File: config.mk
export PLATFORM = sky130hd
export DESIGN_NAME = peripheral_interrupt_flags
export DESIGN_NICKNAME = d
export VERILOG_FILES = /design/src/hw/periph_irq_pkg.sv /design/src/hw/sticky_flag.sv /design/src/hw/peripheral_interrupt_flags.sv
export SDC_FILE = /design/constraint.sdc
export NUM_CORES = 1
export LEC_CHECK = 0
export ABC_AREA = 1
export BUFFER_PORTS_ARGS = -buffer_cell sky130_fd_sc_hd__buf_2
export CELL_PAD_IN_SITES_DETAIL_PLACEMENT = 0
export CELL_PAD_IN_SITES_GLOBAL_PLACEMENT = 2
export CORE_UTILIZATION = 32
export CTS_BUF_LIST = sky130_fd_sc_hd__clkbuf_4 sky130_fd_sc_hd__clkbuf_8
export DETAILED_ROUTE_END_ITERATION = 8
export PLACE_DENSITY_LB_ADDON = 0.1
export RECOVER_POWER = 100
export REMOVE_ABC_BUFFERS = 1
export SLEW_MARGIN = 5
export SYNTH_ARGS = -nofsm -noshare
export SYNTH_HDL_FRONTEND = slang
export SYNTH_HIERARCHICAL = 1
export SYNTH_SLANG_ARGS = --single-unit
File: constraint.sdc
create_clock -name CLK -period 1.2 [get_ports CLK]
set_input_delay 0.06 -clock CLK [delete_from_list [all_inputs] [get_ports CLK]]
set_output_delay 0.06 -clock CLK [all_outputs]
set_load 0.005 [all_outputs]
File: src/hw/periph_irq_pkg.sv
package periph_irq_pkg;
   // Register offsets, byte addresses on the register port.
   localparam logic [7:0] OFFS_FLAGS_ONE = 8'h0C;
   localparam logic [7:0] OFFS_FLAGS_TWO = 8'h0D;
   localparam logic [7:0] OFFS_ENABLES_ONE = 8'h8C;
   localparam logic [7:0] OFFS_ENABLES_TWO = 8'h8D;
   localparam logic [7:0] OFFS_IRQ_STATUS = 8'hF0;
   localparam logic [7:0] OFFS_IRQ_CLEAR = 8'hF1;
   localparam logic [7:0] OFFS_IRQ_ENABLE = 8'hF2;
   // Field positions in the first flag and enable registers.
   localparam int BIT_PARALLEL = 7;
   localparam int BIT_CONVERTER = 6;
   localparam int BIT_RECEIVE = 5;
   localparam int BIT_TRANSMIT = 4;
   localparam int BIT_SERIAL = 3;
   localparam int BIT_CAPTURE_ONE = 2;
   localparam int BIT_TIMER_TWO = 1;
   localparam int BIT_TIMER_ONE = 0;
   // Field position in the second flag and enable registers.
   localparam int BIT_CAPTURE_TWO = 0;
   // Reset values.
   localparam logic [7:0] RESET_FLAGS = 8'h00;
   localparam logic [7:0] RESET_ENABLES = 8'h00;
   localparam logic [8:0] RESET_STATUS = 9'h000;
   // Capture unit modes.
   typedef enum logic [2:0] {
      CCP_CAPTURE = 3'b001,
      CCP_COMPARE = 3'b010,
      CCP_PWM = 3'b100
   } ccp_mode_t;
endpackage

File: src/hw/sticky_flag.sv
`timescale 1ns/1ns
// One software-cleared event flag; a set in the clear cycle wins.
module sticky_flag (
   // Clock and reset.
   input wire logic clk,
   input wire logic rst,
   // Event and clear.
   input wire logic set_pulse,
   input wire logic clr_pulse,
   input wire logic wr_pulse,
   input wire logic wr_value,
   // Flag.
   output logic flag
);
   // The set term is first so an event never gets lost to a clear.
   always_ff @(posedge clk or posedge rst) begin
      if (rst) begin
         flag <= 1'b0;
      end else if (set_pulse) begin
         flag <= 1'b1;
      end else if (clr_pulse) begin
         flag <= 1'b0;
      end else if (wr_pulse) begin
         flag <= wr_value;
      end
   end
endmodule

File: src/hw/peripheral_interrupt_flags.sv
// Implementation choice: the address-and-strobe port.
`timescale 1ns/1ns
// Operation
// - Flags set on their event regardless of any enable bit.
// - Converter-done flag sets on conversion end, held until software clears.
// - Serial-port flag sets on transfer completion, held until cleared.
// - Capture-one flag sets on capture in capture mode; ignored in PWM mode.
// - Capture-one flag sets on compare match in compare mode.
// - Timer-two period flag sets on period match, held until cleared.
// - Timer-one overflow flag sets on rollover, held until cleared.
// - Parallel-port flag sets on each completed external access, if present.
// - Receive flag is read-only, follows buffer full, clears on data read.
// - Transmit flag is read-only, follows buffer empty, clears on data write.
// - Smallest variant reads bits 7, 5 and 4 as zero.
// - Second flag register reads bits 7 to 1 as zero; bit 0 capture-two.
// - Second enable register holds one capture-two enable bit.
// - All flags except receive and transmit reset to zero.
// - First enable register has one enable bit per source.
module peripheral_interrupt_flags
   import periph_irq_pkg::*;
#(
   parameter bit HAS_PARALLEL = 1'b1,
   parameter bit HAS_USART = 1'b1
) (
   // Clock and reset.
   input wire logic CLK,
   input wire logic RST,
   // Register port.
   input wire logic [7:0] ADDR,
   input wire logic [7:0] WDATA,
   input wire logic WR,
   input wire logic RD,
   output logic [7:0] RDATA,
   // Peripheral events, one-cycle pulses, and the two capture unit modes.
   input wire logic CONVERTER_DONE,
   input wire logic SERIAL_DONE,
   input wire logic CAPTURE_ONE_EVENT,
   input wire logic COMPARE_ONE_MATCH,
   input wire periph_irq_pkg::ccp_mode_t CAPTURE_ONE_MODE,
   input wire logic CAPTURE_TWO_EVENT,
   input wire logic COMPARE_TWO_MATCH,
   input wire periph_irq_pkg::ccp_mode_t CAPTURE_TWO_MODE,
   input wire logic TIMER_TWO_MATCH,
   input wire logic TIMER_ONE_ROLLOVER,
   input wire logic PARALLEL_ACCESS,
   // Serial buffer levels and the data register accesses that clear them.
   input wire logic RECEIVE_FULL,
   input wire logic TRANSMIT_EMPTY,
   output logic RECEIVE_DATA_READ,
   output logic TRANSMIT_DATA_WRITE,
   input wire logic RX_DATA_READ_REQ,
   input wire logic TX_DATA_WRITE_REQ,
   // Interrupt requests.
   output logic PERIPH_IRQ,
   output logic EVENT_IRQ
);
   import periph_irq_pkg::*;

   typedef struct packed {
      logic [7:0] enables_one;
      logic [7:0] enables_two;
      logic [8:0] status;
      logic [8:0] status_en;
      logic [7:0] rdata;
      logic rx_read;
      logic tx_write;
      logic irq;
      logic event_irq;
   } state_t;

   state_t state_reg;
   state_t state_next;

   logic [7:0] set_one;
   logic [7:0] flags_one;
   logic [7:0] view_one;
   logic [7:0] view_two;
   logic flag_two;
   logic set_two;
   logic wr_one;
   logic wr_two;
   logic [8:0] event_vec;

   // Event decode; the mode gates capture and compare events.
   always_comb begin
      set_one = 8'h00;
      set_one[BIT_CONVERTER] = CONVERTER_DONE;
      set_one[BIT_SERIAL] = SERIAL_DONE;
      set_one[BIT_CAPTURE_ONE] = (CAPTURE_ONE_MODE == CCP_CAPTURE && CAPTURE_ONE_EVENT)
         || (CAPTURE_ONE_MODE == CCP_COMPARE && COMPARE_ONE_MATCH);
      set_one[BIT_TIMER_TWO] = TIMER_TWO_MATCH;
      set_one[BIT_TIMER_ONE] = TIMER_ONE_ROLLOVER;
      set_one[BIT_PARALLEL] = HAS_PARALLEL && PARALLEL_ACCESS;
      set_two = (CAPTURE_TWO_MODE == CCP_CAPTURE && CAPTURE_TWO_EVENT)
         || (CAPTURE_TWO_MODE == CCP_COMPARE && COMPARE_TWO_MATCH);
   end

   assign wr_one = WR && (ADDR == OFFS_FLAGS_ONE);
   assign wr_two = WR && (ADDR == OFFS_FLAGS_TWO);

   // Writable event flags; receive and transmit bits never get a cell here.
   genvar gi;
   generate
      for (gi = 0; gi < 8; gi++) begin : g_flag
         if (gi == BIT_RECEIVE || gi == BIT_TRANSMIT) begin : g_none
            assign flags_one[gi] = 1'b0;
         end else begin : g_cell
            sticky_flag u_flag (
               .clk(CLK),
               .rst(RST),
               .set_pulse(set_one[gi]),
               .clr_pulse(1'b0),
               .wr_pulse(wr_one),
               .wr_value(WDATA[gi]),
               .flag(flags_one[gi])
            );
         end
      end
   endgenerate

   sticky_flag u_flag_two (
      .clk(CLK),
      .rst(RST),
      .set_pulse(set_two),
      .clr_pulse(1'b0),
      .wr_pulse(wr_two),
      .wr_value(WDATA[BIT_CAPTURE_TWO]),
      .flag(flag_two)
   );

   // Read views; absent sources read zero so a variant build stays honest.
   always_comb begin
      view_one = flags_one;
      view_one[BIT_RECEIVE] = HAS_USART && RECEIVE_FULL;
      view_one[BIT_TRANSMIT] = HAS_USART && TRANSMIT_EMPTY;
      if (!HAS_PARALLEL) begin
         view_one[BIT_PARALLEL] = 1'b0;
      end
      view_two = 8'h00;
      view_two[BIT_CAPTURE_TWO] = flag_two;
   end

   assign event_vec = {set_two, set_one};

   // Next state: enables, sticky event status, read data and requests.
   always_comb begin
      state_next = state_reg;
      state_next.rx_read = RX_DATA_READ_REQ;
      state_next.tx_write = TX_DATA_WRITE_REQ;
      state_next.rdata = 8'h00;
      if (WR && ADDR == OFFS_ENABLES_ONE) begin
         state_next.enables_one = WDATA;
      end else if (WR && ADDR == OFFS_ENABLES_TWO) begin
         state_next.enables_two = {7'h00, WDATA[BIT_CAPTURE_TWO]};
      end else if (WR && ADDR == OFFS_IRQ_ENABLE) begin
         state_next.status_en = {WDATA[0], WDATA};
      end
      if (WR && ADDR == OFFS_IRQ_CLEAR) begin
         state_next.status = state_reg.status & ~{WDATA[0], WDATA};
      end
      // Set wins over the clear in the same cycle.
      state_next.status = state_next.status | event_vec;
      if (RD) begin
         if (ADDR == OFFS_FLAGS_ONE) begin
            state_next.rdata = view_one;
         end else if (ADDR == OFFS_FLAGS_TWO) begin
            state_next.rdata = view_two;
         end else if (ADDR == OFFS_ENABLES_ONE) begin
            state_next.rdata = state_reg.enables_one;
         end else if (ADDR == OFFS_ENABLES_TWO) begin
            state_next.rdata = state_reg.enables_two;
         end else if (ADDR == OFFS_IRQ_STATUS) begin
            state_next.rdata = state_reg.status[7:0];
         end else if (ADDR == OFFS_IRQ_ENABLE) begin
            state_next.rdata = state_reg.status_en[7:0];
         end
      end
      // Registered request; one cycle late against the flags, glitch free.
      state_next.irq = |(view_one & state_reg.enables_one)
         || (view_two[BIT_CAPTURE_TWO] && state_reg.enables_two[BIT_CAPTURE_TWO]);
      state_next.event_irq = |(state_reg.status & state_reg.status_en);
   end

   // Single register stage for all state.
   always_ff @(posedge CLK or posedge RST) begin
      if (RST) begin
         state_reg.enables_one <= RESET_ENABLES;
         state_reg.enables_two <= RESET_ENABLES;
         state_reg.status <= RESET_STATUS;
         state_reg.status_en <= RESET_STATUS;
         state_reg.rdata <= RESET_FLAGS;
         state_reg.rx_read <= 1'b0;
         state_reg.tx_write <= 1'b0;
         state_reg.irq <= 1'b0;
         state_reg.event_irq <= 1'b0;
      end else begin
         state_reg <= state_next;
      end
   end

   assign RDATA = state_reg.rdata;
   assign RECEIVE_DATA_READ = state_reg.rx_read;
   assign TRANSMIT_DATA_WRITE = state_reg.tx_write;
   assign PERIPH_IRQ = state_reg.irq;
   assign EVENT_IRQ = state_reg.event_irq;
endmodule

======== After elaboration in Yosys (flattened, before gate mapping) ========
Cells that the tools add are included.
word-level totals
  register bits ........................... 46
  logic and storage cells ................. 81
operators by class
  eq/ne operators ......................... 11
  multiplexer cells ....................... 22
  bitwise operators ....................... 7
  reduce and logical (&&, ||, !) cells .... 25
operators by type and width
  cell                                           number
  two-way mux 8 bit                              7
  == test 8 bit, second input constant           5
  AND 9 bit                                      2
  == test 8 x 4 -> 1 bit, second input constant  2
  two-way mux 1 bit                              14
  nonzero test 2 bit                             7
  logical AND 1 bit                              11
  two-way mux 9 bit                              1
  inverter 9 bit                                 1
  bitwise OR 9 bit                               1
  OR reduction 9 bit                             1
  AND 8 bit                                      1
  OR reduction 8 bit                             1
  == test 3 x 1 -> 1 bit, second input constant  2
  == test 3 x 2 -> 1 bit, second input constant  2
  logical OR 1 bit                               3
  AND reduction 3 bit                            1
  inverter 1 bit                                 2
  AND reduction 2 bit                            1

======== Logic depth before layout (Yosys ltp) ========
  depth after elaboration ................. 8
  depth in mapped cells ................... 10

======== Modules after synthesis ========
Netlist, hierarchy kept.
by module, submodules not included
  module                      instances  cells each  area each (um^2)  seq. area each (um^2)
  peripheral_interrupt_flags  1          250         2018.2            950.9
  sticky_flag                 7          11          63.8              25.0

======== Worst setup path before layout ========
OpenSTA, ideal clock, no wires.
  kind .................................... input to register
  from .................................... input ADDR[4]
  to ...................................... register g_flag[0].g_cell.u_flag.flag
  arrival time ............................ 1218 ps
  slack ................................... -135 ps
  stages .................................. 8
  buffers on the path ..................... 0
  cell sequence ........................... nor2_1 > nand3_1 > nor2_2 > inv_2 > nor2_1 > nand2_1 > nand3_1 > nand2_1
between the ends
  longest elaborated chain between the ends .. 3
ends and longest elaborated chain
  element                              line                              RTL
  from (decl)                          peripheral_interrupt_flags.sv:29  input wire logic [7:0] ADDR,
  == test 8 x 4 -> 1 bit               peripheral_interrupt_flags.sv:98  assign wr_one = WR && (ADDR == OFFS_FLAGS_ONE);
  logical AND 1 bit                    peripheral_interrupt_flags.sv:98
  via wr_one                           peripheral_interrupt_flags.sv:80  logic wr_one;
  nonzero test 2 bit (no source line)  -
  to (signal assigned)                 sticky_flag.sv:24                 flag <= wr_value;
  to (decl)                            sticky_flag.sv:13                 output logic flag
The timed path passes the listed nets, and every way through them passes these cells.
A chain may end at the register's enable or synchronous reset.

==> results.sh <==
export IMPL_ys_seq_elements=45
export IMPL_root_buffer="clkbuf_8"
export IMPL_cp_end_kind="flop"
export IMPL_setup_violations=0
export IMPL_status="completed"
export IMPL_crit_arrival_ns=1.25
export IMPL_clock_sinks=45
export IMPL_rows=31
export IMPL_start_util=0.336
export IMPL_synth_cell_type_count=25
export IMPL_postSynthAreaPerCell_um2=7.54
export IMPL_largest_reg_flops=26
export IMPL_worstHoldPathType="input port to flop"
export IMPL_worst_slack_ns=0.122
export IMPL_drt_first_pass_iters=6
export IMPL_holdCritStartpoint="RECEIVE_FULL"
export IMPL_rsz0062_at_grt="false"
export IMPL_post_drt_wl_per_cell_um=11.7
export IMPL_final_area_um2=3020
export IMPL_synth_area_um2=2460
export IMPL_die_height_um=89.8
export IMPL_num_vias=2110
export IMPL_dp_hpwl_um=4600
export IMPL_drive_above_1_share=0.201
export IMPL_endpoint="PERIPH_IRQ"
export IMPL_final_hold_violation_count=0
export IMPL_grt_first_pass_wirelength_um=10200
export IMPL_route_detailed_drc=0
export IMPL_critPathLaunch="g_flag[2].g_cell.u_flag/flag"
export IMPL_portBuffers=50
export IMPL_path_class="flop to flop"
export IMPL_min_period_over_period=0.899
export IMPL_placed_area_um2=2930
export IMPL_overflow=0
export IMPL_final_cell_mix="85 x nand2_1, 84 x inv_1, 45 x dfrtp_1, 45 x buf_2, 25 x nor2_1"
export IMPL_final_nets=446
export IMPL_grt_max_degree=39
export IMPL_vias_per_cell=4.16
export IMPL_yosys_warnings=6
export IMPL_holdWs_ns=0.00358
export IMPL_syn_to_final_growth_pct=22.5
export IMPL_io_pins=51
export IMPL_die_w_um=89.8
export IMPL_dieArea_um2=8060
export IMPL_r2r_end="PERIPH_IRQ"
export IMPL_antenna_found_initial=0
export IMPL_n_antenna_cell=0
export IMPL_cts_max_path_buffers=2
export IMPL_maxCapViolCount=0
export IMPL_final_util=0.412
export IMPL_r2r_slack_ns=0.12
export IMPL_p_leak_uw=0.00168
export IMPL_fp_coreArea_um2=7330
export IMPL_crit_path_start_kind="flop"
export IMPL_place_gp_congestion=0.751
export IMPL_critPathMaxFanout=3
export IMPL_grt_usage=0.160
export IMPL_fmax_mhz=927
export IMPL_numCtsBuffers=5
export IMPL_final_antenna_net_count=0
export IMPL_powerDensity_nw_per_um2=977
export IMPL_syn_inst=327
export IMPL_worstReg2RegStart="g_flag[2].g_cell.u_flag/flag"
export IMPL_report_final_slew_viol_count=0
export IMPL_reg2reg_depth=4
export IMPL_layout_commonest_cell="nand2_1"
export IMPL_first_iter_violations=83
export IMPL_path_clk_slew_ns=0.09
export IMPL_period_needed_ns=1.08
export IMPL_cts_max_level=2
export IMPL_worstMarginPinSlew_ns=0.539
export IMPL_finClkSkew_ns=0.00960
export IMPL_irDropWorstVdd_mv=0.414
export IMPL_first_global_vias=2060
export IMPL_cts_tree="yes"
export IMPL_ys_seq_area_frac=0.457
export IMPL_cp_required_ns=1.37
export IMPL_slew_headroom=0.641
export IMPL_clock_latency_ns=0.30
export IMPL_wl_um=5940
export IMPL_place_ws_ns=-0.0631
worst max-delay path: stages, from the launching register on:
cell and delay, ns:
dfrtp_1 0.42, nand2_1 0.08, nand2_1 0.06, a221oi_1 0.28, nand3_1 0.13
where the power goes:
part	switching, uW	internal, uW
logic	207	156
clock network	547	414
registers	44.8	1580
total	799	2150
cell usage after synthesis (all sizes together):
cell type   n  area (um^2)
nand4       3         18.8
nand2      88          348
nor4        1         6.26
a31oi       1         6.26
a221oi      2         17.5
conb        1         3.75
nand3      22          115
o21ai      23          175
o211ai      2         15.0
o21bai      4         30.0
nor2       29          139
a21oi       8         40.0
buf        10         82.6
o21a        1         7.51
dfrtp      45         1130
inv        85          319
a211oi      2         15.0
how the worst min path moves through the flow:
| stage | endpoint | slack, ns | cells after the start |
|---|---|---|---|
| 2_1_floorplan | g_flag[0].g_cell.u_flag/flag | -0.21 | 1 |
| 3_3_place_gp | g_flag[7].g_cell.u_flag/flag | 0.004 | 2 |
| 3_5_place_dp | g_flag[6].g_cell.u_flag/flag | 0.003 | 2 |
| 4_1_cts | RDATA[5] | 0.0003 | 3 |
| 5_1_grt | RDATA[5] | 0.02 | 3 |
| 6_report | RDATA[5] | 0.004 | 3 |
routing by layer:
layer / routed length [um] / global-route usage / up-vias
li1: - / - / 1125
met1: 3030 / 0.223 / 942
met2: 2690 / 0.260 / 41
met3: 179 / 0.0254 / 2
met4: 40 / 0.0410 / 0
met5: 0 / 0 / -
metrics by stage:
step	setup TNS, ns	std cells	total power [uW]
after floorplan	-0.810	323	1840
after global placement	-0.131	491	2030
after detailed placement	-0.348	491	2030
after CTS	0	507	3030
after global routing	0	507	3120
final	0	507	2950
repair_timing:
item,4_1_cts,5_1_grt
hold buffers,8,0
gates resized for setup,0,1
setup endpoints to repair,0,1
setup buffers,0,0
endpoints found under the hold margin,57,0
area by class of cell:
type                       instances  area, um^2
fill                             824        4310
sequential                        45        1130
multi-input combinational        193         906
timing repair buffer              77         455
inverter                          85         319
tap                               99         124
clock buffer                       5        68.8
clock inverter                     3        21.3
cell families (layout without fill, tap and decap cells):
family                 count (synthesis)  count (layout)  share of synthesized area
other                                  1               7                    0.00152
DFF                                   45              45                      0.457
buffers and inverters                 95             170                      0.163
AOI/OAI and AO/OA                     43              43                      0.124
and+or+nand+nor                      143             143                      0.254
Note: power is estimated with default switching activity, not from simulation.
